<file path="config.mk">
export PLATFORM = sky130hd
export DESIGN_NAME = rsb_reset_ctrl
export DESIGN_NICKNAME = d
export VERILOG_FILES = /design/src/rsb_pkg.sv /design/src/rsb_reset_ctrl.sv
export SDC_FILE = /design/constraint.sdc
export NUM_CORES = 1
export LEC_CHECK = 0
export BUFFER_PORTS_ARGS = -buffer_cell sky130_fd_sc_hd__buf_4
export CAP_MARGIN = 40
export CORE_MARGIN = 5
export CORE_UTILIZATION = 52
export DETAILED_ROUTE_END_ITERATION = 6
export PLACE_DENSITY = 0.81
export SETUP_SLACK_MARGIN = 0.3
export SLEW_MARGIN = 25
export SYNTH_ARGS = -nofsm -noshare
export SYNTH_HDL_FRONTEND = slang
export SYNTH_SLANG_ARGS = --single-unit
</file>
<file path="constraint.sdc">
create_clock -name clk -period 3 [get_ports clk]
set_input_delay 0.15 -clock clk [delete_from_list [all_inputs] [get_ports clk]]
set_output_delay 0.15 -clock clk [all_outputs]
set_load 0.05 [all_outputs]
</file>
<file path="src/rsb_pkg.sv">
// Constants, register map and types for the reset source and boot select block
package rsb_pkg;

  // Printed register indices; byte address is four times the index
  localparam logic [7:0] IDX_CHIP_CONTROL = 8'h9F;
  localparam logic [7:0] IDX_AUX_FLAGS = 8'hA2;
  localparam logic [7:0] IDX_WATCHDOG_CONTROL = 8'hAA;
  localparam logic [7:0] IDX_BOOT_CONFIG = 8'hB0;
  localparam logic [7:0] IDX_TIMED_ACCESS = 8'hB1;
  localparam logic [7:0] IDX_IRQ_STATUS = 8'hB2;
  localparam logic [7:0] IDX_IRQ_MASK = 8'hB3;

  // chip_control fields
  localparam int CC_SW_RESET = 7;
  localparam int CC_IAP_FAIL = 6;
  localparam int CC_BOOT_SELECT = 1;
  localparam int CC_IAP_ENABLE = 0;

  // auxiliary_reset_flags fields
  localparam int AX_SW_FLAG = 7;
  localparam int AX_EXT_FLAG = 6;
  localparam int AX_FAULT_FLAG = 5;
  localparam int AX_GP_FLAG = 3;
  localparam int AX_UART_SWAP = 2;
  localparam int AX_DPTR_SEL = 0;

  // watchdog_control fields
  localparam int WD_RUN = 7;
  localparam int WD_CLEAR = 6;
  localparam int WD_TIMEOUT_FLAG = 5;
  localparam int WD_IDLE_PD = 4;
  localparam int WD_RESET_FLAG = 3;
  localparam int WD_PRESCALE_LSB = 0;
  localparam int WD_PRESCALE_W = 3;

  // boot_configuration_byte fields
  localparam int CFG_BOOT_BIT = 7;
  localparam int CFG_DEBUG_EN = 4;
  localparam logic [7:0] CFG_UNPROGRAMMED = 8'hFF;

  // Timed-access unlock pattern
  localparam logic [7:0] TA_KEY_FIRST = 8'hAA;
  localparam logic [7:0] TA_KEY_SECOND = 8'h55;

  // Event bits in irq status and mask
  localparam int EV_FAULT = 0;
  localparam int EV_SW = 1;
  localparam int EV_WDT = 2;
  localparam int EV_EXT = 3;
  localparam int EV_W = 4;

  localparam logic [15:0] RESET_VECTOR = 16'h0000;
  localparam logic [7:0] RESET_HOLD_CYCLES = 8'h10;
  localparam logic [7:0] TA_WINDOW_CYCLES = 8'h08;

  typedef enum logic [1:0] {RSB_RUN, RSB_HOLD} rsb_state_e;
  typedef enum logic [1:0] {RSB_CAUSE_EXT, RSB_CAUSE_WDT, RSB_CAUSE_FAULT, RSB_CAUSE_SW}
    rsb_cause_e;
  typedef enum logic [2:0] {
    RSB_SEL_NONE, RSB_SEL_CC, RSB_SEL_AX, RSB_SEL_WD, RSB_SEL_CFG, RSB_SEL_TA,
    RSB_SEL_IST, RSB_SEL_IMK
  } rsb_sel_e;

  typedef struct packed {
    rsb_state_e state;
    logic [7:0] hold_cnt;
    rsb_cause_e cause;
    logic sw_trigger;
    logic boot_select;
    logic iap_fail;
    logic iap_enable;
    logic sw_flag;
    logic ext_flag;
    logic fault_flag;
    logic gp_flag;
    logic uart_swap;
    logic dptr_sel;
    logic wd_run;
    logic wd_timeout_flag;
    logic wd_idle_pd;
    logic wd_reset_flag;
    logic [WD_PRESCALE_W-1:0] wd_prescale;
    logic [7:0] config_byte;
    logic ta_armed;
    logic ta_open;
    logic [7:0] ta_cnt;
    logic [EV_W-1:0] irq_status;
    logic [EV_W-1:0] irq_mask;
    logic wdt_clear;
    logic [31:0] prdata;
  } rsb_state_s;

endpackage

</file>
<file path="src/rsb_reset_ctrl.sv">
// Reset source tracking, timed-access software reset and boot block select
`timescale 1ns/1ps

module rsb_reset_ctrl
  import rsb_pkg::*;
#(
  parameter int ADDR_W = 12,
  parameter logic [7:0] HOLD_CYCLES = RESET_HOLD_CYCLES,
  parameter logic [7:0] TA_WINDOW = TA_WINDOW_CYCLES
) (
  input wire logic clk,
  input wire logic reset,
  input wire logic psel,
  input wire logic penable,
  input wire logic pwrite,
  input wire logic [ADDR_W-1:0] paddr,
  input wire logic [31:0] pwdata,
  output logic [31:0] prdata,
  output logic pready,
  output logic pslverr,
  input wire logic pc_overflow,
  input wire logic debug_running,
  input wire logic wdt_timeout,
  input wire logic ext_pin_reset,
  output logic system_reset,
  output logic wdt_clear,
  output logic boot_from_loader,
  output logic [15:0] reset_vector,
  output logic irq
);

  rsb_state_s q, d;

  // Map an aligned byte address onto one register, or none
  function automatic rsb_sel_e decode(input logic [ADDR_W-1:0] a);
    rsb_sel_e s;
    s = RSB_SEL_NONE;
    if (a[1:0] == 2'b00 && a[ADDR_W-1:10] == '0) begin
      case (a[9:2])
        IDX_CHIP_CONTROL: s = RSB_SEL_CC;
        IDX_AUX_FLAGS: s = RSB_SEL_AX;
        IDX_WATCHDOG_CONTROL: s = RSB_SEL_WD;
        IDX_BOOT_CONFIG: s = RSB_SEL_CFG;
        IDX_TIMED_ACCESS: s = RSB_SEL_TA;
        IDX_IRQ_STATUS: s = RSB_SEL_IST;
        IDX_IRQ_MASK: s = RSB_SEL_IMK;
        default: s = RSB_SEL_NONE;
      endcase
    end
    return s;
  endfunction

  rsb_sel_e sel;
  logic wr_en;
  logic rd_setup;
  logic [7:0] wbyte;
  logic [7:0] rbyte;
  logic fault_reset;
  logic [EV_W-1:0] events;
  logic flag_only;

  // Zero-wait slave; error on unmapped words and on misaligned addresses
  assign sel = decode(paddr);
  assign pready = 1'b1;
  assign pslverr = psel & penable & (sel == RSB_SEL_NONE);
  assign wr_en = psel & penable & pwrite & (sel != RSB_SEL_NONE);
  assign rd_setup = psel & ~penable & ~pwrite;
  assign wbyte = pwdata[7:0];

  // Read view; write-only and strobe bits read zero
  always_comb begin
    rbyte = 8'h00;
    case (sel)
      RSB_SEL_CC: begin
        rbyte[CC_IAP_FAIL] = q.iap_fail;
        rbyte[CC_BOOT_SELECT] = q.boot_select;
        rbyte[CC_IAP_ENABLE] = q.iap_enable;
      end
      RSB_SEL_AX: begin
        rbyte[AX_SW_FLAG] = q.sw_flag;
        rbyte[AX_EXT_FLAG] = q.ext_flag;
        rbyte[AX_FAULT_FLAG] = q.fault_flag;
        rbyte[AX_GP_FLAG] = q.gp_flag;
        rbyte[AX_UART_SWAP] = q.uart_swap;
        rbyte[AX_DPTR_SEL] = q.dptr_sel;
      end
      RSB_SEL_WD: begin
        rbyte[WD_RUN] = q.wd_run;
        rbyte[WD_TIMEOUT_FLAG] = q.wd_timeout_flag;
        rbyte[WD_IDLE_PD] = q.wd_idle_pd;
        rbyte[WD_RESET_FLAG] = q.wd_reset_flag;
        rbyte[WD_PRESCALE_LSB +: WD_PRESCALE_W] = q.wd_prescale;
      end
      RSB_SEL_CFG: rbyte = q.config_byte;
      RSB_SEL_TA: rbyte = {7'h00, q.ta_open};
      RSB_SEL_IST: rbyte = {4'h0, q.irq_status};
      RSB_SEL_IMK: rbyte = {4'h0, q.irq_mask};
      default: rbyte = 8'h00;
    endcase
  end

  // Reset sources seen while running
  // debug bypass of fault reset
  assign flag_only = debug_running & ~q.config_byte[CFG_DEBUG_EN];
  assign fault_reset = pc_overflow & ~flag_only;
  assign events[EV_FAULT] = pc_overflow;
  assign events[EV_SW] = q.sw_trigger & (q.state == RSB_RUN);
  assign events[EV_WDT] = wdt_timeout;
  assign events[EV_EXT] = ext_pin_reset;

  // Next-state logic for the whole block
  always_comb begin
    d = q;
    d.wdt_clear = 1'b0;

    // Timed-access window counts down and closes by itself
    if (q.ta_open) begin
      if (q.ta_cnt == 8'h00) begin
        d.ta_open = 1'b0;
      end else begin
        d.ta_cnt = q.ta_cnt - 8'h01;
      end
    end

    // Register writes; hardware sets below win over these
    if (wr_en) begin
      case (sel)
        RSB_SEL_TA: begin
          if (wbyte == TA_KEY_FIRST) begin
            d.ta_armed = 1'b1;
          end else if (wbyte == TA_KEY_SECOND && q.ta_armed) begin
            d.ta_armed = 1'b0;
            d.ta_open = 1'b1;
            d.ta_cnt = TA_WINDOW;
          end else begin
            d.ta_armed = 1'b0;
          end
        end
        RSB_SEL_CC: begin
          if (q.ta_open) begin
            d.ta_open = 1'b0;
            d.iap_fail = wbyte[CC_IAP_FAIL];
            d.boot_select = wbyte[CC_BOOT_SELECT];
            d.iap_enable = wbyte[CC_IAP_ENABLE];
            if (wbyte[CC_SW_RESET]) begin
              d.sw_trigger = 1'b1;
            end
          end
        end
        RSB_SEL_AX: begin
          // flags cleared or set by software
          d.sw_flag = wbyte[AX_SW_FLAG];
          d.ext_flag = wbyte[AX_EXT_FLAG];
          d.fault_flag = wbyte[AX_FAULT_FLAG];
          d.gp_flag = wbyte[AX_GP_FLAG];
          d.uart_swap = wbyte[AX_UART_SWAP];
          d.dptr_sel = wbyte[AX_DPTR_SEL];
        end
        RSB_SEL_WD: begin
          if (q.ta_open) begin
            d.ta_open = 1'b0;
            d.wd_run = wbyte[WD_RUN];
            d.wd_timeout_flag = wbyte[WD_TIMEOUT_FLAG];
            d.wd_idle_pd = wbyte[WD_IDLE_PD];
            d.wd_reset_flag = wbyte[WD_RESET_FLAG];
            d.wd_prescale = wbyte[WD_PRESCALE_LSB +: WD_PRESCALE_W];
            d.wdt_clear = wbyte[WD_CLEAR];
          end
        end
        RSB_SEL_CFG: d.config_byte = wbyte;
        RSB_SEL_IST: d.irq_status = q.irq_status & ~wbyte[EV_W-1:0];
        RSB_SEL_IMK: d.irq_mask = wbyte[EV_W-1:0];
        default: d.ta_armed = q.ta_armed;
      endcase
    end

    // Event capture; a same-cycle software clear loses
    d.irq_status = d.irq_status | events;
    // fault flag set on every overrun
    if (events[EV_FAULT]) begin
      d.fault_flag = 1'b1;
    end

    case (q.state)
      RSB_RUN: begin
        // Priority pin, watchdog, fault, software
        if (events[EV_EXT] || events[EV_WDT] || fault_reset || events[EV_SW]) begin
          d.state = RSB_HOLD;
          d.hold_cnt = HOLD_CYCLES;
          d.ta_open = 1'b0;
          d.ta_armed = 1'b0;
          if (events[EV_EXT]) begin
            d.cause = RSB_CAUSE_EXT;
            d.ext_flag = 1'b1;
          end else if (events[EV_WDT]) begin
            d.cause = RSB_CAUSE_WDT;
            d.wd_reset_flag = 1'b1;
          end else if (fault_reset) begin
            d.cause = RSB_CAUSE_FAULT;
          end else begin
            d.cause = RSB_CAUSE_SW;
            d.sw_flag = 1'b1;
          end
        end
      end
      RSB_HOLD: begin
        // Pin held high keeps the system in reset
        if (events[EV_EXT]) begin
          d.hold_cnt = HOLD_CYCLES;
        end else if (q.hold_cnt == 8'h00) begin
          d.state = RSB_RUN;
          d.sw_trigger = 1'b0;
          if (q.cause != RSB_CAUSE_SW) begin
            d.boot_select = ~q.config_byte[CFG_BOOT_BIT];
          end
        end else begin
          d.hold_cnt = q.hold_cnt - 8'h01;
        end
      end
      default: d.state = RSB_RUN;
    endcase

    // Read data latched in the setup cycle
    if (rd_setup) begin
      d.prdata = {24'h000000, rbyte};
    end
  end

  // State register; power-on clears the cause flags, warm resets keep them
  always_ff @(posedge clk or posedge reset) begin
    if (reset) begin
      q.state <= RSB_RUN;
      q.hold_cnt <= 8'h00;
      q.cause <= RSB_CAUSE_EXT;
      q.sw_trigger <= 1'b0;
      q.boot_select <= ~CFG_UNPROGRAMMED[CFG_BOOT_BIT];
      q.iap_fail <= 1'b0;
      q.iap_enable <= 1'b0;
      q.sw_flag <= 1'b0;
      q.ext_flag <= 1'b0;
      q.fault_flag <= 1'b0;
      q.gp_flag <= 1'b0;
      q.uart_swap <= 1'b0;
      q.dptr_sel <= 1'b0;
      q.wd_run <= 1'b0;
      q.wd_timeout_flag <= 1'b0;
      q.wd_idle_pd <= 1'b0;
      q.wd_reset_flag <= 1'b0;
      q.wd_prescale <= '0;
      q.config_byte <= CFG_UNPROGRAMMED;
      q.ta_armed <= 1'b0;
      q.ta_open <= 1'b0;
      q.ta_cnt <= 8'h00;
      q.irq_status <= '0;
      q.irq_mask <= '0;
      q.wdt_clear <= 1'b0;
      q.prdata <= 32'h00000000;
    end else begin
      q <= d;
    end
  end

  // Outputs
  assign prdata = q.prdata;
  // reset asserts on the second edge after the write
  assign system_reset = (q.state == RSB_HOLD);
  assign wdt_clear = q.wdt_clear;
  // boot select loaded from inverted config boot bit at the end of a non-software warm reset
  assign boot_from_loader = q.boot_select;
  assign reset_vector = RESET_VECTOR;
  assign irq = |(q.irq_status & q.irq_mask);

endmodule

</file>
==> flow_summary.yaml, run 1 <==
global_route:
  grt_overflow: 0
  grt_util_all_layers: 0.190
  grt_max_degree: 47
  grt_pass1_vias: 2663
  grt_antenna_before_repair: 0
  grt_pass1_wl_mm: 13.0
route:
  firstDrtPassIters: 4
  wl_per_cell_um: 15.9
  ant_nets: 0
  vias: 2779
  drtIter0Drc: 173
  via_per_inst: 5.49
  drt-total-wl_mm: 8.03
  drc_errors: 0
hold_path:
  hold_path.class: "in2reg"
floorplan:
  row_count: 30
  dieArea_sq_um: 8830
  ios: 107
  dieWidth_um: 94.0
  core_area_sq_um: 6830
  die_y_um: 94.0
  start_util: 0.537
logic_synthesis:
  synthesis.area_sq_um: 3670
  ys_types: 60
  syn-instance-count: 368
  yosysTopAreaCell: "dfrtp_1"
  synth_top_area_share: 0.375
  ys_seq_elements: 63
  synth_edf_count: 0
  seq_area_frac_synth: 0.433
  syn-mean-instance-area_sq_um: 9.97
  synth_ff_type: "dfrtp_1"
  ys_warn_count: 0
  ys_top_cells_by_area: "dfrtp_1 (38%), buf_4 (10%), mux2_2 (7.7%)"
  synthArstFlopShare: 1.00
placement:
  port_buffers: 41
  dp_slack_ps: 634
  post-dp-hpwl_mm: 5.94
  place_inst: 489
  finalWeightedCongestion: 0.910
timing:
  fin_ws_ps: 793
  setup_violations: 0
  rsz0062_at_grt: "no"
  slew_viol_final: 0
  hold_viol: 0
  skew_ps: 10.9
  period_needed_ps: 2210
  finalCritPeriodShare: 0.736
  finalSetupTns_ps: 0
  maxSlewHeadroom: 0.531
  fmax_mhz: 453
  worst_pin_slew_ps: 699
worst_setup_path:
  critPathRequiredTime_ps: 3220
  crit_chain: "inv_1 > ha_1 > or4bb_1 > nor4_2 > buf_4 > nor2_1 > nand4b_1 > xor2_1 > nor2_1"
  cp_max_fo: 7
  crit_family: "simple AND/OR/NAND/NOR gates"
  endpoint_kind: "register"
  arrival_ps: 2420
  crit_slowest_cell: "or4bb_1"
  path_buf_inv: 2
  cpPeakStageDelay_ps: 550
  critPathKind: "reg2reg"
  critPathMostFrequentCell: "nor2_1"
  crit_path_start_kind: "register"
cts:
  cts_buffers: 9
  clockBufferDepth: 2
  clk_latency_ps: 350
  path_clk_slew_ps: 70
  clock-sinks: 63
  tritoncts: "done"
  htree_levels: 3
  cts_root_buffer: "clkbuf_8"
cells_and_area:
  fill_cells: 587
  syn_to_final_growth_pct: 11.1
  fin_nets: 461
  multi_input_area_sq_um: 1760
  regArea_sq_um: 1590
  final_layout_size_suffix_gt1_frac: 0.261
  instances_no_fill: 506
  insertedDiodeCount: 0
outcome:
  status: "complete, no violations"
power:
  power_mw: 2.43
  p_per_area_nw_per_um2: 596
  p_leak_nw: 1.91
  ir_drop_uv: 455
job:
  cap_viol_max_count: 0
## layout by cell type (no fill, tap or decap), types with 9 or more instances in the layout
| cell type | instances |
|---|---|
| a21oi_1 | 12 |
| buf_4 | 44 |
| clkbuf_8 | 9 |
| conb_1 | 41 |
| dfrtp_1 | 55 |
| inv_1 | 14 |
| mux2_2 | 25 |
| nand2_1 | 23 |
| nand3_1 | 11 |
| nor2_1 | 33 |
| o21ai_0 | 12 |
## Yosys cell counts, types with 4 or more instances
library cell,instances
a21o_1,6
a21oi_1,12
a22oi_1,4
a31oi_1,8
and2_1,5
and3_1,7
buf_4,51
clkbuf_1,5
dfrtp_1,55
dfstp_2,8
inv_1,15
mux2_2,25
mux2i_1,7
nand2_1,23
nand3_1,11
nor2_1,33
nor3_1,6
o21ai_0,12
or3_1,5
xnor2_1,4
xor2_1,5
## layer usage
| metal | part of all wire | wire length (um) | vias up | GRT usage |
|---|---|---|---|---|
| met5 | 0 | 0 | - | 0 |
| met4 | 0.021 | 165 | 0 | 0.0794 |
| met1 | 0.43 | 3480 | 1367 | 0.259 |
| met3 | 0.085 | 686 | 15 | 0.0513 |
| met2 | 0.46 | 3700 | 120 | 0.284 |
| li1 | - | - | 1277 | - |
## where the power goes
group / switching [mW] / total (mW) / internal, mW / leakage, nW
clock network: 0.328 / 0.794 / 0.466 / 0.104
registers: 0.0798 / 1.04 / 0.955 / 0.745
logic: 0.402 / 0.599 / 0.197 / 1.06
total: 0.810 / 2.43 / 1.62 / 1.91
## final cells by class
| class | instances | share of cell area |
|---|---|---|
| Multi-Input combinational cell | 271 | 0.433 |
| Sequential cell | 63 | 0.390 |
| Timing Repair Buffer | 45 | 0.0836 |
| Clock buffer | 12 | 0.0332 |
| Tap cell | 96 | 0.0295 |
| Clock inverter | 4 | 0.0172 |
| Inverter | 15 | 0.0138 |
## state kept, by name, indices dropped and copies added (netlist names)
signal,flops
q,53
prdata,8
boot_from_loader,1
wdt_clear,1
## logic make-up (layout without fill, tap and decap cells)
kind of cell | count (synthesis) | in the layout | synth area share
AOI/OAI and AO/OA | 61 | 61 | 0.112
xor gates and xnor gates | 9 | 9 | 0.0215
adders and majority gates | 3 | 3 | 0.0102
buffers and inverters | 73 | 76 | 0.128
DFF | 63 | 63 | 0.433
muxes | 32 | 32 | 0.0959
other | 2 | 41 | 0.00205
and+or+nand+nor | 125 | 125 | 0.198
## worst paths after layout
| kind | slack [ps] | from | end | depth (start not counted) |
|---|---|---|---|---|
| max in group asynchronous | 1760 | reset | q[86]$_DFFE_PP0P_ | 4 |
| hold / removal | 20 | pc_overflow | q[37]$_DFF_PP0_ | 2 |
| hold reg to reg | 500 | q[69]$_DFFE_PP0P_ | q[69]$_DFFE_PP0P_ | 2 |
| setup / recovery | 790 | q[78]$_DFFE_PP0P_ | q[85]$_DFFE_PP0P_ | 9 |
| setup reg to reg | 790 | q[78]$_DFFE_PP0P_ | q[85]$_DFFE_PP0P_ | 9 |
| min in group asynchronous | 340 | reset | q[84]$_DFFE_PP0P_ | 3 |
## what timing repair did
item / in CTS / in global routing
buffers inserted: 0 / 0
endpoints found under the setup margin: 0 / 0
hold endpoints to repair: 17 / 0
hold buffers: 1 / 0
gates resized for setup: 0 / 0
## stage by stage
step / cell area [sq um] / hold slack [ps] / util
4_1_cts: 4070 / 7.82 / 0.596
6_report: 4070 / 20.1 / 0.596
5_1_grt: 4070 / 15.2 / 0.596
2_1_floorplan: 3810 / 242 / -
3_3_place_gp: 3860 / 160 / 0.565
3_5_place_dp: 3860 / 166 / 0.565
(Power assumes the default switching activity.)
==> run 2: changes to the inputs <==
--- a/config.mk
+++ b/config.mk
@@ -8,9 +8,9 @@
 export BUFFER_PORTS_ARGS = -buffer_cell sky130_fd_sc_hd__buf_4
 export CAP_MARGIN = 40
 export CORE_MARGIN = 5
-export CORE_UTILIZATION = 52
+export CORE_UTILIZATION = 47
 export DETAILED_ROUTE_END_ITERATION = 6
-export PLACE_DENSITY = 0.81
+export PLACE_DENSITY = 0.77
 export SETUP_SLACK_MARGIN = 0.3
 export SLEW_MARGIN = 25
 export SYNTH_ARGS = -nofsm -noshare
==> constraint.sdc (replaced) <==
create_clock -name clk -period 1.9 [get_ports clk]
set_input_delay 0.095 -clock clk [delete_from_list [all_inputs] [get_ports clk]]
set_output_delay 0.095 -clock clk [all_outputs]
set_load 0.05 [all_outputs]
==> flow_summary.yaml, run 2 (synthesis gave the netlist of run 1 again) <==
outcome:
  status: "complete, no violations"
route:
  drtIter0Drc: 173
  ant_nets: 0
  drt-total-wl_mm: 8.66
  via_per_inst: 5.16
  firstDrtPassIters: 4
  vias: 2811
  wl_per_cell_um: 15.9
  drc_errors: 0
cts:
  path_clk_slew_ps: 70
  clock-sinks: 63
  cts_root_buffer: "clkbuf_8"
  htree_levels: 3
  clockBufferDepth: 2
  cts_buffers: 9
  clk_latency_ps: 350
  tritoncts: "done"
cells_and_area:
  fin_nets: 494
  reg_top3: "q x53, prdata x8"
  instances_no_fill: 545
  final_common_cell: "buf_4"
  regMostFlops: "q"
  fin_util: 0.605
  largest_register_ffs: 53
  mostFrequentLayoutCells: "buf_4 (66), dfrtp_1 (54), conb_1 (41), nor2_1 (30), nand2_1 (20)"
  insertedDiodeCount: 0
  stdcell_area_sq_um: 4620
  final_layout_size_suffix_gt1_frac: 0.375
  syn_to_final_growth_pct: 26.1
worst_setup_path:
  startpoint: "q[78]$_DFFE_PP0P_"
  endpoint_kind: "register"
  critPathRequiredTime_ps: 2120
  cp_max_fo: 7
  crit_path_start_kind: "register"
  r2r-start: "q[78]$_DFFE_PP0P_"
  r2r_slack_ps: 30
  arrival_ps: 2090
  critPathKind: "reg2reg"
timing:
  skew_ps: 9.39
  whs_ps: 14.6
  period_needed_ps: 1870
  rsz0062_at_grt: "yes"
  slew_viol_final: 0
  hold_viol: 0
  setup_violations: 0
  finalCritPeriodShare: 0.985
  fmax_mhz: 534
global_route:
  grt_util_all_layers: 0.178
  grt_antenna_before_repair: 0
  grt_max_degree: 64
  grt_overflow: 0
  grt_pass1_wl_mm: 13.6
  grt_pass1_vias: 2833
placement:
  port_buffers: 41
  post-dp-hpwl_mm: 6.28
  place_inst: 515
  finalWeightedCongestion: 0.906
  place_area_sq_um: 4150
power:
  clockPowerShare: 0.303
  p_sw_mw: 1.36
  p_per_area_nw_per_um2: 847
  switching_share: 0.348
  ir_drop_uv: 564
  power.share.sequential: 0.419
  p_leak_nw: 2.14
  combPwrFrac: 0.278
  p_int_mw: 2.55
job:
  cap_viol_max_count: 0
floorplan:
  row_count: 32
  start_util: 0.480
  die_y_um: 98.3
  dieWidth_um: 98.3
  ios: 107
  core_area_sq_um: 7650
  dieArea_sq_um: 9670
hold_path:
  hold_path.class: "in2reg"
  worst_hold_startpoint: "pwdata[6]"
-- run 2: cell types whose count changed in the layout (fill, tap and decap cells not counted), sizes merged --
cell         before  now
bufinv            2    1
clkbuf           12   11
inv              15   14
buf              44   72
clkinvlp          0    3
dlygate4sd3       1    6
-- run 2: final cells by class --
cell class / instances / area [sq um]
Fill cell: 653 / 3020
Multi-Input combinational cell: 271 / 2010
Sequential cell: 63 / 1590
Timing Repair Buffer: 78 / 641
Clock buffer: 11 / 141
Tap cell: 102 / 128
Inverter: 15 / 60.1
Clock inverter: 5 / 58.8
-- run 2: power groups by stage --
stage               clock network, mW  logic, mW  registers (mW)
floorplan                           0      0.813            1.65
global placement                    0       1.01            1.65
detailed placement                  0       1.03            1.66
CTS                              1.21       1.04            1.64
global route                     1.28       1.19            1.66
finish                           1.19       1.09            1.64
-- run 2: metrics by stage --
stage / power [mW] / setup TNS [ps] / setup slack [ps]
finish: 3.92 / 0 / 27.7
global route: 4.13 / -499 / -86.4
CTS: 3.89 / 0 / 25.0
detailed placement: 2.69 / -149 / -52.5
global placement: 2.66 / -1.89 / -1.89
floorplan: 2.47 / -16.4 / -8.98
-- run 2: final timing paths --
check                                 endpoint  depth (start not counted)
hold reg to reg              q[69]$_DFFE_PP0P_                          2
min in group asynchronous    q[78]$_DFFE_PP0P_                          4
hold / removal             wdt_clear$_DFF_PP0_                          2
max in group asynchronous    q[54]$_DFFE_PP1P_                          4
setup / recovery             q[85]$_DFFE_PP0P_                          8
setup reg to reg             q[85]$_DFFE_PP0P_                          8
-- run 2: worst max-delay path, cell delays in order, from the launching register on --
cell and delay, ps:
dfrtp_1 400, inv_2 80, ha_4 120, or4bb_4 460, nor4_4 220, nor2_2 130, nand4b_1 130, xor2_1 150
nor2_1 50
-- run 2: repair_timing --
action / CTS / global route
endpoints found under the setup margin: 20 / 32
gates cloned: 0 / 0
gates resized for setup: 13 / 22
pin swaps: 10 / 8
hold buffers: 6 / 0
hold endpoints to repair: 60 / 0
buffers inserted: 3 / 5
-- run 2: metal layers --
metal | track usage | share of wire | vias up
met5 | 0 | 0 | -
met4 | 0.0651 | 0.014 | 0
met3 | 0.0507 | 0.063 | 11
met2 | 0.296 | 0.49 | 75
met1 | 0.219 | 0.43 | 1371
li1 | - | - | 1354
==> run 3: changes to the inputs <==
--- a/config.mk
+++ b/config.mk
@@ -11,7 +11,7 @@
 export CORE_UTILIZATION = 47
 export DETAILED_ROUTE_END_ITERATION = 6
 export PLACE_DENSITY = 0.77
-export SETUP_SLACK_MARGIN = 0.3
+export SETUP_SLACK_MARGIN = 0.02
 export SLEW_MARGIN = 25
 export SYNTH_ARGS = -nofsm -noshare
 export SYNTH_HDL_FRONTEND = slang
==> constraint.sdc (replaced) <==
create_clock -name clk -period 1.9 [get_ports clk]
set_input_delay 0.095 -clock clk [delete_from_list [all_inputs] [get_ports clk]]
set_output_delay 0.095 -clock clk [all_outputs]
set_load 0.1 [all_outputs]
==> flow_summary.yaml, run 3 (synthesis gave the netlist of run 1 again) <==
timing:
  finalCritPeriodShare: 1.02
  fmax_mhz: 517
  whs_ps: 21.4
  slew_viol_final: 0
  finalSetupTns_ps: -116
  period_needed_ps: 1940
  fin_ws_ps: -36.0
  rsz0062_at_grt: "yes"
  setup_violations: 4
  hold_viol: 0
  skew_ps: 7.06
cells_and_area:
  reg_top3: "q x53, prdata x8"
  fin_nets: 498
  final_layout_size_suffix_gt1_frac: 0.353
  largest_register_ffs: 53
  syn_to_final_growth_pct: 23.3
  fin_util: 0.591
  regMostFlops: "q"
  mostFrequentLayoutCells: "buf_4 (73), dfrtp_1 (55), conb_1 (41), nor2_1 (31), mux2_2 (25)"
  final_common_cell: "buf_4"
  fill_cells: 635
  insertedDiodeCount: 0
worst_setup_path:
  r2r_slack_ps: -40
  rr_endpoint: "q[78]$_DFFE_PP0P_"
  arrival_ps: 2160
  cpPeakStageDelay_ps: 470
  crit_path_start_kind: "register"
  r2r-start: "q[79]$_DFFE_PP0P_"
  endpoint_kind: "register"
  crit_family: "simple AND/OR/NAND/NOR gates"
  critPathKind: "reg2reg"
  crit_chain: "inv_2 > ha_4 > or4bb_4 > nor4_4 > nor2_4 > buf_4 > buf_6 > nand4_1 > o21ai_1"
  cp_max_fo: 5
  crit_slowest_cell: "or4bb_4"
  critPathRequiredTime_ps: 2130
  ff2ff_path_depth: 9
  path_buf_inv: 3
cts:
  tritoncts: "done"
  clockBufferDepth: 2
  htree_levels: 3
  cts_buffers: 9
  clock-sinks: 63
  cts_root_buffer: "clkbuf_8"
  clk_latency_ps: 350
  path_clk_slew_ps: 80
global_route:
  grt_max_degree: 55
  grt_overflow: 0
  grt_util_all_layers: 0.186
  grt_pass1_vias: 2902
  grt_antenna_before_repair: 0
  grt_pass1_wl_mm: 14.4
placement:
  port_buffers: 41
  post-dp-hpwl_mm: 6.53
  finalWeightedCongestion: 0.905
  dp_slack_ps: -72.2
route:
  drtIter0Drc: 182
  firstDrtPassIters: 4
  vias: 2935
  wl_per_cell_um: 16.4
  via_per_inst: 5.35
  drt-total-wl_mm: 8.98
  drc_errors: 0
  ant_nets: 0
floorplan:
  start_util: 0.480
  die_y_um: 98.3
  ios: 107
  dieArea_sq_um: 9670
  dieWidth_um: 98.3
  row_count: 32
  core_area_sq_um: 7650
hold_path:
  worst_hold_startpoint: "pwdata[0]"
  hold_depth: 3
  hold_path.class: "in2reg"
  holdPathEnd: "q[51]$_DFFE_PP1P_"
power:
  power_mw: 4.39
  ir_drop_uv: 657
  p_per_area_nw_per_um2: 971
  p_leak_nw: 2.12
job:
  cap_viol_max_count: 0
outcome:
  violations: "negative setup slack"
  status: "finished with violations"
[run 3: metal layers]
metal  track usage  up-vias  share of wire
met5             0        -              0
met4        0.0473        0         0.0085
met3        0.0543        8          0.089
met2         0.310      132           0.49
met1         0.238     1440           0.41
li1              -     1355              -
[run 3: repair_timing]
action / CTS / global route
endpoints found under the hold margin: 55 / 0
setup buffers: 2 / 4
resized for setup: 2 / 15
pin swaps: 4 / 6
hold buffers: 4 / 0
setup endpoints to repair: 10 / 16
[run 3: area by class of cell]
| class | instances | area [sq um] | area share |
|---|---|---|---|
| sequential | 63 | 1590 | 0.351 |
| timing repair buffer | 82 | 671 | 0.148 |
| multi-input combinational | 271 | 1860 | 0.411 |
| tap | 102 | 128 | 0.0282 |
| inverter | 15 | 56.3 | 0.0124 |
| clock inverter | 7 | 97.6 | 0.0216 |
| clock buffer | 9 | 124 | 0.0274 |
[run 3: worst max path at each step]
stage                      start           endpoint  cells past startpoint
2_1_floorplan  q[79]$_DFFE_PP0P_  q[85]$_DFFE_PP0P_                      8
3_3_place_gp   q[79]$_DFFE_PP0P_  q[85]$_DFFE_PP0P_                      8
3_5_place_dp   q[79]$_DFFE_PP0P_  q[85]$_DFFE_PP0P_                      8
4_1_cts        q[78]$_DFFE_PP0P_  q[85]$_DFFE_PP0P_                      8
5_1_grt        q[79]$_DFFE_PP0P_  q[85]$_DFFE_PP0P_                      8
6_report       q[79]$_DFFE_PP0P_  q[78]$_DFFE_PP0P_                      9
[run 3: worst min-delay path: cells and delay by family]
| family | cells | cell delay, ps |
|---|---|---|
| buffers and inverters | 1 | 140 |
| AO/OA/AOI/OAI | 1 | 80 |
| AND/OR/NAND/NOR | 1 | 50 |
[run 3: per-stage QoR]
| stage | area [sq um] | std cells |
|---|---|---|
| after floorplan | 3840 | 407 |
| after global placement | 4140 | 523 |
| after detailed placement | 4140 | 523 |
| after CTS | 4430 | 545 |
| after global routing | 4520 | 549 |
| final | 4520 | 549 |
[run 3: where the power goes]
group	switching (mW)	total (mW)	internal, mW
Combinational	1.03	1.45	0.427
Sequential	0.135	1.64	1.51
Clock	0.557	1.30	0.739
